`src/frame_filter_pkg.sv`:
```
// Constants, field layouts and state codes for the receive acceptance and
// transmit interrupt configuration block.
// Assumes a 100 MHz clock and a 10 Mb/s line (one bit time is 100 ns).
package frame_filter_pkg;

  // Register indices; the byte address on the bus is four times the index
  localparam logic [9:0] RX_CTL_INDEX = 10'h104;
  localparam logic [9:0] TX_CFG_INDEX = 10'h106;
  localparam int ADDR_WIDTH = 12;

  // Reset values and the identification patterns in bits 5:0
  localparam logic [15:0] RX_CTL_RESET = 16'h0005;
  localparam logic [15:0] TX_CFG_RESET = 16'h0007;
  // Bits software may change; everything else is fixed
  localparam logic [15:0] RX_CTL_WRITABLE = 16'h7fc0;
  localparam logic [15:0] TX_CFG_WRITABLE = 16'h8fc0;

  // Receive control field positions
  localparam int ACCEPT_HASHED_UNICAST = 6;
  localparam int ACCEPT_ANY_ADDRESS = 7;
  localparam int ACCEPT_GOOD_FRAMES = 8;
  localparam int ACCEPT_HASHED_GROUP = 9;
  localparam int ACCEPT_STATION_ADDRESS = 10;
  localparam int ACCEPT_ALL_ONES_ADDRESS = 11;
  localparam int ACCEPT_BAD_CHECKSUM = 12;
  localparam int ACCEPT_SHORT_FRAMES = 13;
  localparam int ACCEPT_OVERLONG_FRAMES = 14;

  // Transmit interrupt enable positions
  localparam int CARRIER_LOSS_IRQ_EN = 6;
  localparam int HEARTBEAT_MISSING_IRQ_EN = 7;
  localparam int TX_DONE_IRQ_EN = 8;
  localparam int LATE_COLLISION_IRQ_EN = 9;
  localparam int OVERLONG_TX_IRQ_EN = 10;
  localparam int ANY_COLLISION_IRQ_EN = 11;
  localparam int EXCESS_COLLISION_IRQ_EN = 15;

  // Frame length limits in bytes
  localparam logic [15:0] MIN_KEPT_LENGTH = 16'h0008;
  localparam logic [15:0] MIN_VALID_LENGTH = 16'h0040;
  localparam logic [15:0] MAX_VALID_LENGTH = 16'h05ee;

  // Timing
  localparam int CLOCK_PERIOD_NS = 10;
  localparam int BIT_TIME_NS = 100;
  localparam int SQE_WINDOW_BITS = 64;
  localparam int LATE_WINDOW_BITS = 512;
  localparam int JABBER_LIMIT_MS = 26;
  localparam int SQE_WINDOW_CYCLES = SQE_WINDOW_BITS * BIT_TIME_NS / CLOCK_PERIOD_NS;
  localparam int LATE_WINDOW_CYCLES = LATE_WINDOW_BITS * BIT_TIME_NS / CLOCK_PERIOD_NS;
  localparam int JABBER_LIMIT_CYCLES = JABBER_LIMIT_MS * 1000000 / CLOCK_PERIOD_NS;
  localparam int TIMER_WIDTH = 22;
  localparam logic [4:0] COLLISION_LIMIT = 5'h10;

  // AXI responses
  localparam logic [1:0] RESP_OKAY = 2'h0;
  localparam logic [1:0] RESP_DECERR = 2'h3;

  typedef enum logic [2:0] {
    TX_IDLE = 3'h1,
    TX_SEND = 3'h2,
    TX_SQE_WAIT = 3'h4
  } tx_state_t;

endpackage

```
`src/frame_filter.sv`:
```
// Receive frame acceptance control and transmit interrupt configuration,
// with an AXI4-Lite register slave, the frame accept decision and the
// transmit event tracker that raises interrupts.
// Assumes the MAC datapath supplies per-frame and per-transmission event
// pulses synchronous to clock, and that the hash filter result comes ready.
//
// Function
// - Low six bits read fixed 000101 and 000111 as register identifiers.
// - Accept a frame only when its destination passes an enabled address filter.
// - Bit 6 accepts unicast destinations that hit the hash filter.
// - Bit 7 accepts any destination address.
// - Bit 8 accepts good-checksum frames of 64 to 1518 bytes.
// - Bit 9 accepts multicast destinations that hit the hash filter.
// - Bit A accepts destinations equal to the station address.
// - Bit B accepts the all-ones broadcast destination.
// - Bit C accepts address-matching bad-checksum frames; otherwise they are discarded.
// - Bit D accepts address-matching frames under 64 bytes; otherwise discarded.
// - Frames under 8 bytes are always discarded.
// - Bit E keeps first 1518 bytes of overlong frames; otherwise discarded.
// - Receive control resets to 0x0005 unless an EEPROM supplies a value.
// - Bit 6 interrupts when AUI carrier is missing at preamble end.
// - Bit 7 interrupts when no collision follows AUI transmit within 64 bits.
// - Bit 8 interrupts on each completely transmitted packet.
// - Late collision forces bad checksum, ends transmit; bit 9 interrupts.
// - Bit A interrupts when a transmission exceeds about 26 ms.
// - Bit B interrupts once at packet end if any collision occurred.
// - Sixteen collisions abandon the packet; bit F interrupts on the sixteenth.
// - Transmit configuration resets to 0x0007, all enables clear, unless EEPROM.
//
// Local design decision: the AXI4-Lite register port.
module frame_filter
  import frame_filter_pkg::*;
#(
  parameter logic [TIMER_WIDTH-1:0] LATE_WINDOW = TIMER_WIDTH'(LATE_WINDOW_CYCLES),
  parameter logic [TIMER_WIDTH-1:0] JABBER_LIMIT = TIMER_WIDTH'(JABBER_LIMIT_CYCLES)
) (
  input wire logic clock,
  input wire logic rst,
  input wire logic enable,
  // AXI4-Lite slave
  input wire logic s_axi_awvalid,
  output logic s_axi_awready,
  input wire logic [frame_filter_pkg::ADDR_WIDTH-1:0] s_axi_awaddr,
  input wire logic s_axi_wvalid,
  output logic s_axi_wready,
  input wire logic [31:0] s_axi_wdata,
  input wire logic [3:0] s_axi_wstrb,
  output logic s_axi_bvalid,
  input wire logic s_axi_bready,
  output logic [1:0] s_axi_bresp,
  input wire logic s_axi_arvalid,
  output logic s_axi_arready,
  input wire logic [frame_filter_pkg::ADDR_WIDTH-1:0] s_axi_araddr,
  output logic s_axi_rvalid,
  input wire logic s_axi_rready,
  output logic [31:0] s_axi_rdata,
  output logic [1:0] s_axi_rresp,
  // EEPROM-supplied initial values
  input wire logic eeprom_present,
  input wire logic eeprom_load,
  input wire logic [15:0] eeprom_rx_ctl,
  input wire logic [15:0] eeprom_tx_cfg,
  // Receive frame summary, valid with rx_frame_end
  input wire logic rx_frame_end,
  input wire logic [15:0] rx_length,
  input wire logic rx_crc_ok,
  input wire logic rx_dest_station,
  input wire logic rx_dest_group,
  input wire logic rx_dest_all_ones,
  input wire logic rx_hash_hit,
  output logic rx_accept,
  output logic rx_discard,
  output logic rx_truncate,
  // Transmit events
  input wire logic tx_start,
  input wire logic tx_on_aui,
  input wire logic tx_preamble_end,
  input wire logic carrier_sense,
  input wire logic tx_collision,
  input wire logic tx_last_bit,
  output logic tx_force_bad_crc,
  output logic tx_terminate,
  output logic tx_give_up,
  output logic tx_irq,
  output logic [15:0] receive_frame_accept_control,
  output logic [15:0] transmit_interrupt_config
);

  typedef struct packed {
    logic aw_held;
    logic [9:0] aw_index;
    logic w_held;
    logic [15:0] w_data;
    logic [1:0] w_strb;
    logic bvalid;
    logic [1:0] bresp;
    logic rvalid;
    logic [15:0] rdata;
    logic [1:0] rresp;
    logic [15:0] rx_ctl;
    logic [15:0] tx_cfg;
    logic rx_accept;
    logic rx_discard;
    logic rx_truncate;
    tx_state_t tx_state;
    logic [TIMER_WIDTH-1:0] timer;
    logic [4:0] collisions;
    logic force_bad_crc;
    logic terminate;
    logic give_up;
    logic irq;
  } state_t;

  state_t st;
  state_t next_st;

  ////////////////////////////////////////////////////////////////////////////
  // Helpers

  function automatic logic [9:0] word_index(input logic [ADDR_WIDTH-1:0] addr);
    return addr[ADDR_WIDTH-1:2];
  endfunction

  function automatic logic [15:0] merge(input logic [15:0] old, input logic [15:0] data,
                                        input logic [15:0] writable, input logic [1:0] strb);
    logic [15:0] lanes;
    lanes = {{8{strb[1]}}, {8{strb[0]}}} & writable;
    return (old & ~lanes) | (data & lanes);
  endfunction

  ////////////////////////////////////////////////////////////////////////////
  // Frame acceptance

  logic addr_pass;
  logic is_short;
  logic is_long;
  logic frame_ok;

  always_comb begin
    addr_pass = 1'b0;
    if (st.rx_ctl[ACCEPT_ANY_ADDRESS]) begin
      addr_pass = 1'b1;
    end
    if (st.rx_ctl[ACCEPT_HASHED_UNICAST] && rx_hash_hit && !rx_dest_group) begin
      addr_pass = 1'b1;
    end
    if (st.rx_ctl[ACCEPT_HASHED_GROUP] && rx_hash_hit && rx_dest_group && !rx_dest_all_ones) begin
      addr_pass = 1'b1;
    end
    if (st.rx_ctl[ACCEPT_STATION_ADDRESS] && rx_dest_station) begin
      addr_pass = 1'b1;
    end
    if (st.rx_ctl[ACCEPT_ALL_ONES_ADDRESS] && rx_dest_all_ones) begin
      addr_pass = 1'b1;
    end
    is_short = rx_length < MIN_VALID_LENGTH;
    is_long = rx_length > MAX_VALID_LENGTH;
    frame_ok = addr_pass;
    if (rx_length < MIN_KEPT_LENGTH) begin
      frame_ok = 1'b0;
    end
    if (!rx_crc_ok && !st.rx_ctl[ACCEPT_BAD_CHECKSUM]) begin
      frame_ok = 1'b0;
    end
    if (is_short && !st.rx_ctl[ACCEPT_SHORT_FRAMES]) begin
      frame_ok = 1'b0;
    end
    if (is_long && !st.rx_ctl[ACCEPT_OVERLONG_FRAMES]) begin
      frame_ok = 1'b0;
    end
    if (rx_crc_ok && !is_short && !is_long && !st.rx_ctl[ACCEPT_GOOD_FRAMES]) begin
      frame_ok = 1'b0;
    end
  end

  ////////////////////////////////////////////////////////////////////////////
  // Next state

  logic aw_take;
  logic w_take;
  logic ar_take;
  logic [15:0] read_value;

  // Readies drop while frozen, so no transfer is taken and then lost
  assign s_axi_awready = enable && !st.aw_held && !st.bvalid;
  assign s_axi_wready = enable && !st.w_held && !st.bvalid;
  assign s_axi_arready = enable && !st.rvalid;
  assign aw_take = s_axi_awvalid && s_axi_awready;
  assign w_take = s_axi_wvalid && s_axi_wready;
  assign ar_take = s_axi_arvalid && s_axi_arready;

  always_comb begin
    next_st = st;
    next_st.rx_accept = 1'b0;
    next_st.rx_discard = 1'b0;
    next_st.rx_truncate = 1'b0;
    next_st.force_bad_crc = 1'b0;
    next_st.terminate = 1'b0;
    next_st.give_up = 1'b0;
    next_st.irq = 1'b0;
    read_value = 16'h0000;

    // Write channel: address and data arrive in either order
    if (aw_take) begin
      next_st.aw_held = 1'b1;
      next_st.aw_index = word_index(s_axi_awaddr);
    end
    if (w_take) begin
      next_st.w_held = 1'b1;
      next_st.w_data = s_axi_wdata[15:0];
      next_st.w_strb = s_axi_wstrb[1:0];
    end
    if (st.aw_held && st.w_held) begin
      next_st.aw_held = 1'b0;
      next_st.w_held = 1'b0;
      next_st.bvalid = 1'b1;
      next_st.bresp = RESP_OKAY;
      if (st.aw_index == RX_CTL_INDEX) begin
        next_st.rx_ctl = merge(st.rx_ctl, st.w_data, RX_CTL_WRITABLE, st.w_strb);
      end else if (st.aw_index == TX_CFG_INDEX) begin
        next_st.tx_cfg = merge(st.tx_cfg, st.w_data, TX_CFG_WRITABLE, st.w_strb);
      end else begin
        next_st.bresp = RESP_DECERR;
      end
    end
    if (st.bvalid && s_axi_bready) begin
      next_st.bvalid = 1'b0;
    end

    // Read channel
    if (ar_take) begin
      next_st.rvalid = 1'b1;
      next_st.rresp = RESP_OKAY;
      if (word_index(s_axi_araddr) == RX_CTL_INDEX) begin
        read_value = st.rx_ctl;
      end else if (word_index(s_axi_araddr) == TX_CFG_INDEX) begin
        read_value = st.tx_cfg;
      end else begin
        next_st.rresp = RESP_DECERR;
      end
      next_st.rdata = read_value;
    end else if (st.rvalid && s_axi_rready) begin
      next_st.rvalid = 1'b0;
    end

    if (eeprom_load && eeprom_present) begin
      next_st.rx_ctl = merge(RX_CTL_RESET, eeprom_rx_ctl, RX_CTL_WRITABLE, 2'h3);
      next_st.tx_cfg = merge(TX_CFG_RESET, eeprom_tx_cfg, TX_CFG_WRITABLE, 2'h3);
    end

    // Receive decision, one pulse per frame
    if (rx_frame_end) begin
      next_st.rx_accept = frame_ok;
      next_st.rx_discard = !frame_ok;
      next_st.rx_truncate = frame_ok && is_long;
    end

    if (tx_preamble_end && tx_on_aui && !carrier_sense && st.tx_cfg[CARRIER_LOSS_IRQ_EN]) begin
      next_st.irq = 1'b1;
    end

    case (st.tx_state)
      TX_IDLE: begin
        if (tx_start) begin
          next_st.tx_state = TX_SEND;
          next_st.timer = '0;
        end
      end
      TX_SEND: begin
        next_st.timer = st.timer + 1'b1;
        if (tx_collision) begin
          next_st.tx_state = TX_IDLE;
          if (st.timer >= LATE_WINDOW) begin
            next_st.force_bad_crc = 1'b1;
            next_st.terminate = 1'b1;
            next_st.collisions = '0;
            next_st.irq = next_st.irq | st.tx_cfg[LATE_COLLISION_IRQ_EN];
          end else if (st.collisions + 5'h01 == COLLISION_LIMIT) begin
            next_st.give_up = 1'b1;
            next_st.collisions = '0;
            next_st.irq = next_st.irq | st.tx_cfg[EXCESS_COLLISION_IRQ_EN];
          end else begin
            // Attempt ends; the datapath backs off and restarts the same packet
            next_st.collisions = st.collisions + 5'h01;
          end
        end else if (st.timer >= JABBER_LIMIT) begin
          next_st.tx_state = TX_IDLE;
          next_st.terminate = 1'b1;
          next_st.collisions = '0;
          next_st.irq = next_st.irq | st.tx_cfg[OVERLONG_TX_IRQ_EN];
        end else if (tx_last_bit) begin
          next_st.irq = next_st.irq | st.tx_cfg[TX_DONE_IRQ_EN];
          if (st.collisions != 5'h00 && st.tx_cfg[ANY_COLLISION_IRQ_EN]) begin
            next_st.irq = 1'b1;
          end
          next_st.collisions = '0;
          next_st.timer = '0;
          next_st.tx_state = tx_on_aui ? TX_SQE_WAIT : TX_IDLE;
        end
      end
      TX_SQE_WAIT: begin
        next_st.timer = st.timer + 1'b1;
        if (tx_collision) begin
          next_st.tx_state = TX_IDLE;
        end else if (st.timer == TIMER_WIDTH'(SQE_WINDOW_CYCLES - 1)) begin
          next_st.tx_state = TX_IDLE;
          next_st.irq = next_st.irq | st.tx_cfg[HEARTBEAT_MISSING_IRQ_EN];
        end
      end
      default: begin
        next_st.tx_state = TX_IDLE;
      end
    endcase
  end

  ////////////////////////////////////////////////////////////////////////////
  // State register

  always_ff @(posedge clock) begin
    if (rst) begin
      st <= '0;
      st.rx_ctl <= RX_CTL_RESET;
      st.tx_cfg <= TX_CFG_RESET;
      st.tx_state <= TX_IDLE;
    end else if (enable) begin
      st <= next_st;
    end
  end

  assign s_axi_bvalid = st.bvalid;
  assign s_axi_bresp = st.bresp;
  assign s_axi_rvalid = st.rvalid;
  assign s_axi_rdata = {16'h0000, st.rdata};
  assign s_axi_rresp = st.rresp;
  assign rx_accept = st.rx_accept;
  assign rx_discard = st.rx_discard;
  assign rx_truncate = st.rx_truncate;
  assign tx_force_bad_crc = st.force_bad_crc;
  assign tx_terminate = st.terminate;
  assign tx_give_up = st.give_up;
  assign tx_irq = st.irq;
  assign receive_frame_accept_control = st.rx_ctl;
  assign transmit_interrupt_config = st.tx_cfg;

endmodule

```
`config.mk`:
```
export PLATFORM = sky130hd
export DESIGN_NAME = frame_filter
export DESIGN_NICKNAME = d
export VERILOG_FILES = /design/src/frame_filter_pkg.sv /design/src/frame_filter.sv
export SDC_FILE = /design/constraint.sdc
export NUM_CORES = 1
export LEC_CHECK = 0
export BUFFER_PORTS_ARGS = -buffer_cell sky130_fd_sc_hd__buf_2
export CORE_ASPECT_RATIO = 0.9
export CORE_MARGIN = 1
export CORE_UTILIZATION = 45
export CTS_CLUSTER_DIAMETER = 100
export CTS_CLUSTER_SIZE = 24
export DETAILED_ROUTE_END_ITERATION = 7
export PLACE_DENSITY = 0.72
export SETUP_SLACK_MARGIN = 0.3
export SYNTH_ARGS = -nofsm -noshare
export SYNTH_HDL_FRONTEND = slang
export SYNTH_SLANG_ARGS = --single-unit
```
`constraint.sdc`:
```
create_clock -name clock -period 2.2 [get_ports clock]
set_input_delay 0.33 -clock clock [delete_from_list [all_inputs] [get_ports clock]]
set_output_delay 0.33 -clock clock [all_outputs]
set_load 0.1 [all_outputs]
```
==> flow_summary.toml <==
[final_layout]
drive_above_1_share_pct = 29.2
diodes = 0
fin_nets = 882
areaGrowthSynthToFinish_pct = 18.6
final_common_cell = "buf_2"
final_cell_mix = "buf_2, nand2_1, dfxtp_1"
fin_util_pct = 55.6

[drt]
wl_mm = 12.8
dr.pass1.iters = 4
route.detailed.drc = 0
via_count = 4778
final_antenna_net_count = 0
via_per_inst = 5.28
drt_iter0_markers = 305
wl_per_cell_um = 14.1

[worst_hold_path]
min_path_type = "in2reg"

[clock_tree]
h-tree-depth = 3
cts_made_buffers = 9
hold_buffers = 0
clkLatencyLatePin_ns = 0.34
cts_buffer_depth = 2
root_buffer = "clkbuf_16"
cts_tree = "yes"
cts.sinks = 95
path_clk_slew_ns = 0.07

[power_and_ir_drop]
seq_power_share_pct = 45.2
power.share.clock_pct = 35.4
intPower_mw = 2.72
peakVddDrop_mv = 0.506
finalPower_mw = 4.02
p_sw_mw = 1.30
power.leakage_nw = 2.45
switching_share_pct = 32.4
p_per_area_nw_per_um2 = 660
p_comb_share_pct = 19.4

[die]
io_pins = 210
die_area_um2 = 11800
die_w_um = 115
fp.coreArea_um2 = 10900
die_y_um = 103
rows = 36
initial_utilization_pct = 46.9

[grt]
grt.overflow.total = 0
grt_pass1_wl_mm = 19.2
antenna_found_initial = 0
grt_usage_pct = 20.6
first_global_vias = 4090
grt_max_degree = 40

[synthesis]
synthesis.yosys.warnings = 0
synth_cell_types = 59
synth_edf_count = 0
syn_area_um2 = 5130
async_flop_share_pct = 0
yosysSeqAreaShare_pct = 37.1
synth_seq_cells = 95
syn_inst = 648
synth-main-ff-cell = "dfxtp_1"
avgSynthCellArea_um2 = 7.92

[timing]
hold_ws_ns = 0.219
fin_crit_sh_pct = 93.9
fmax_mhz = 484
finClkSkew_ns = 0.00587
rsz0062_at_grt = "true"
setup_violations = 0
worst_pin_slew_ns = 0.743
final.setup.tns_ns = 0
slew_violations = 0
fin_crit_ns = 2.07
relSlewSlack_pct = 50.5
final_hold_viol_count = 0

[setup_path]
cp_data_arrival_time_ns = 2.34
worst-setup-path-type = "reg2reg"
start_kind = "flop"
crit_required_ns = 2.47
end_kind = "flop"
worstPathMaxFanout = 4

[flow_run]
maxCapViolCount = 0

[place]
place.gp.congestion = 0.867
hpwl_mm = 9.51
io_buffers = 138

[outcome]
status = "finished, final reports clean"
[cell type report]
type	count	area, um2
flip-flops and latches	95	1920
inverters	12	45.0
clock inverters	4	30.0
clock buffers	12	236
multi-input cells	467	2790
well taps	152	190
repair buffers	163	880
fillers	1028	4860
[synth_stat cells (5+ instances only)]
| library cell | number | share of area, % |
|---|---|---|
| a211oi_1 | 16 | 2.3 |
| a21oi_1 | 55 | 5.4 |
| a22oi_1 | 11 | 1.6 |
| and2_1 | 7 | 0.85 |
| and3_1 | 7 | 0.85 |
| buf_2 | 6 | 0.59 |
| buf_4 | 68 | 10 |
| clkbuf_1 | 25 | 1.8 |
| dfxtp_1 | 95 | 37 |
| inv_1 | 12 | 0.88 |
| mux2_2 | 6 | 1.3 |
| nand2_1 | 93 | 6.8 |
| nand2b_1 | 7 | 0.85 |
| nand3_1 | 26 | 2.5 |
| nand4_1 | 14 | 1.7 |
| nor2_1 | 59 | 4.3 |
| nor2b_1 | 5 | 0.61 |
| nor3_1 | 14 | 1.4 |
| nor3b_1 | 7 | 1.0 |
| nor4_1 | 12 | 1.5 |
| nor4b_1 | 5 | 0.85 |
| o21ai_0 | 9 | 0.88 |
| o31ai_1 | 6 | 0.88 |
| xnor2_1 | 16 | 2.7 |
| xor2_1 | 6 | 1.0 |
[what timing repair did]
| action | in CTS | in global routing |
|---|---|---|
| pin swaps | 3 | 8 |
| endpoints found under the setup margin | 9 | 44 |
| resized for setup | 7 | 23 |
| gates cloned | 0 | 1 |
| hold endpoints to repair | 0 | 0 |
| setup buffers | 1 | 3 |
[registers in the layout, indices dropped and copies added, names as in the netlist]
signal,cells
tx_give_up,1
rx_discard,1
tx_terminate,1
s_axi_rresp,1
s_axi_rvalid,1
receive_frame_accept_control,9
st,54
rx_truncate,1
rx_accept,1
s_axi_bresp,1
tx_irq,1
s_axi_bvalid,1
tx_force_bad_crc,1
transmit_interrupt_config,8
s_axi_rdata,13
[per-layer routing]
layer,share of wire [%],track usage (%),vias up,wire [um]
li1,-,-,2392,-
met1,46,27.3,2218,5930
met2,47,33.7,151,5990
met3,5.8,4.14,17,739
met4,1.1,6.99,0,147
met5,0,0,-,0
[metrics by stage]
stage,area (um2),instances,setup slack (ns)
2_1_floorplan,5270,674,0.231
3_3_place_gp,5660,884,0.197
3_5_place_dp,5660,884,0.161
4_1_cts,5960,901,0.139
5_1_grt,6080,905,0.0522
6_report,6080,905,0.134
[cells by family (layout without fill, tap and decap cells)]
family / Yosys count / count (layout) / synth area share, %
AND/OR/NAND/NOR: 281 / 281 / 27.4
buffers and inverters: 112 / 191 / 13.3
multiplexers: 9 / 9 / 1.90
XOR/XNOR: 22 / 22 / 3.76
AO/OA/AOI/OAI: 124 / 124 / 15.5
flip-flops: 95 / 95 / 37.1
adder cells (fa/ha/maj): 4 / 4 / 0.976
other: 1 / 27 / 0.0731
[power groups by stage]
| stage | combinational (mW) | clock, mW | sequential [mW] |
|---|---|---|---|
| after CTS | 0.769 | 1.46 | 1.81 |
| after global routing | 0.822 | 1.53 | 1.82 |
| after global placement | 0.756 | 0 | 1.85 |
| after floorplan | 0.626 | 0 | 1.87 |
| after detailed placement | 0.767 | 0 | 1.85 |
| final | 0.779 | 1.42 | 1.81 |
[final timing paths]
path	slack, ns	from	cells after the start	end
setup / recovery	0.13	st[22]$_SDFFE_PP0P_	5	tx_irq$_SDFFE_PP0P_
hold / removal	0.22	s_axi_wdata[12]	3	st[105]$_SDFFE_PP0P_
setup reg to reg	0.13	st[22]$_SDFFE_PP0P_	5	tx_irq$_SDFFE_PP0P_
hold reg to reg	0.45	s_axi_rdata[8]$_SDFFE_PP0P_	2	s_axi_rdata[8]$_SDFFE_PP0P_
[worst max-delay path, cell delays in order, from the launching register on]
cell and delay (ns):
dfxtp_2 0.32, or4_4 0.56, or4_4 0.56, o41ai_4 0.29, a211oi_1 0.11, o22ai_1 0.15
Power figures use the tool's default switching activity.
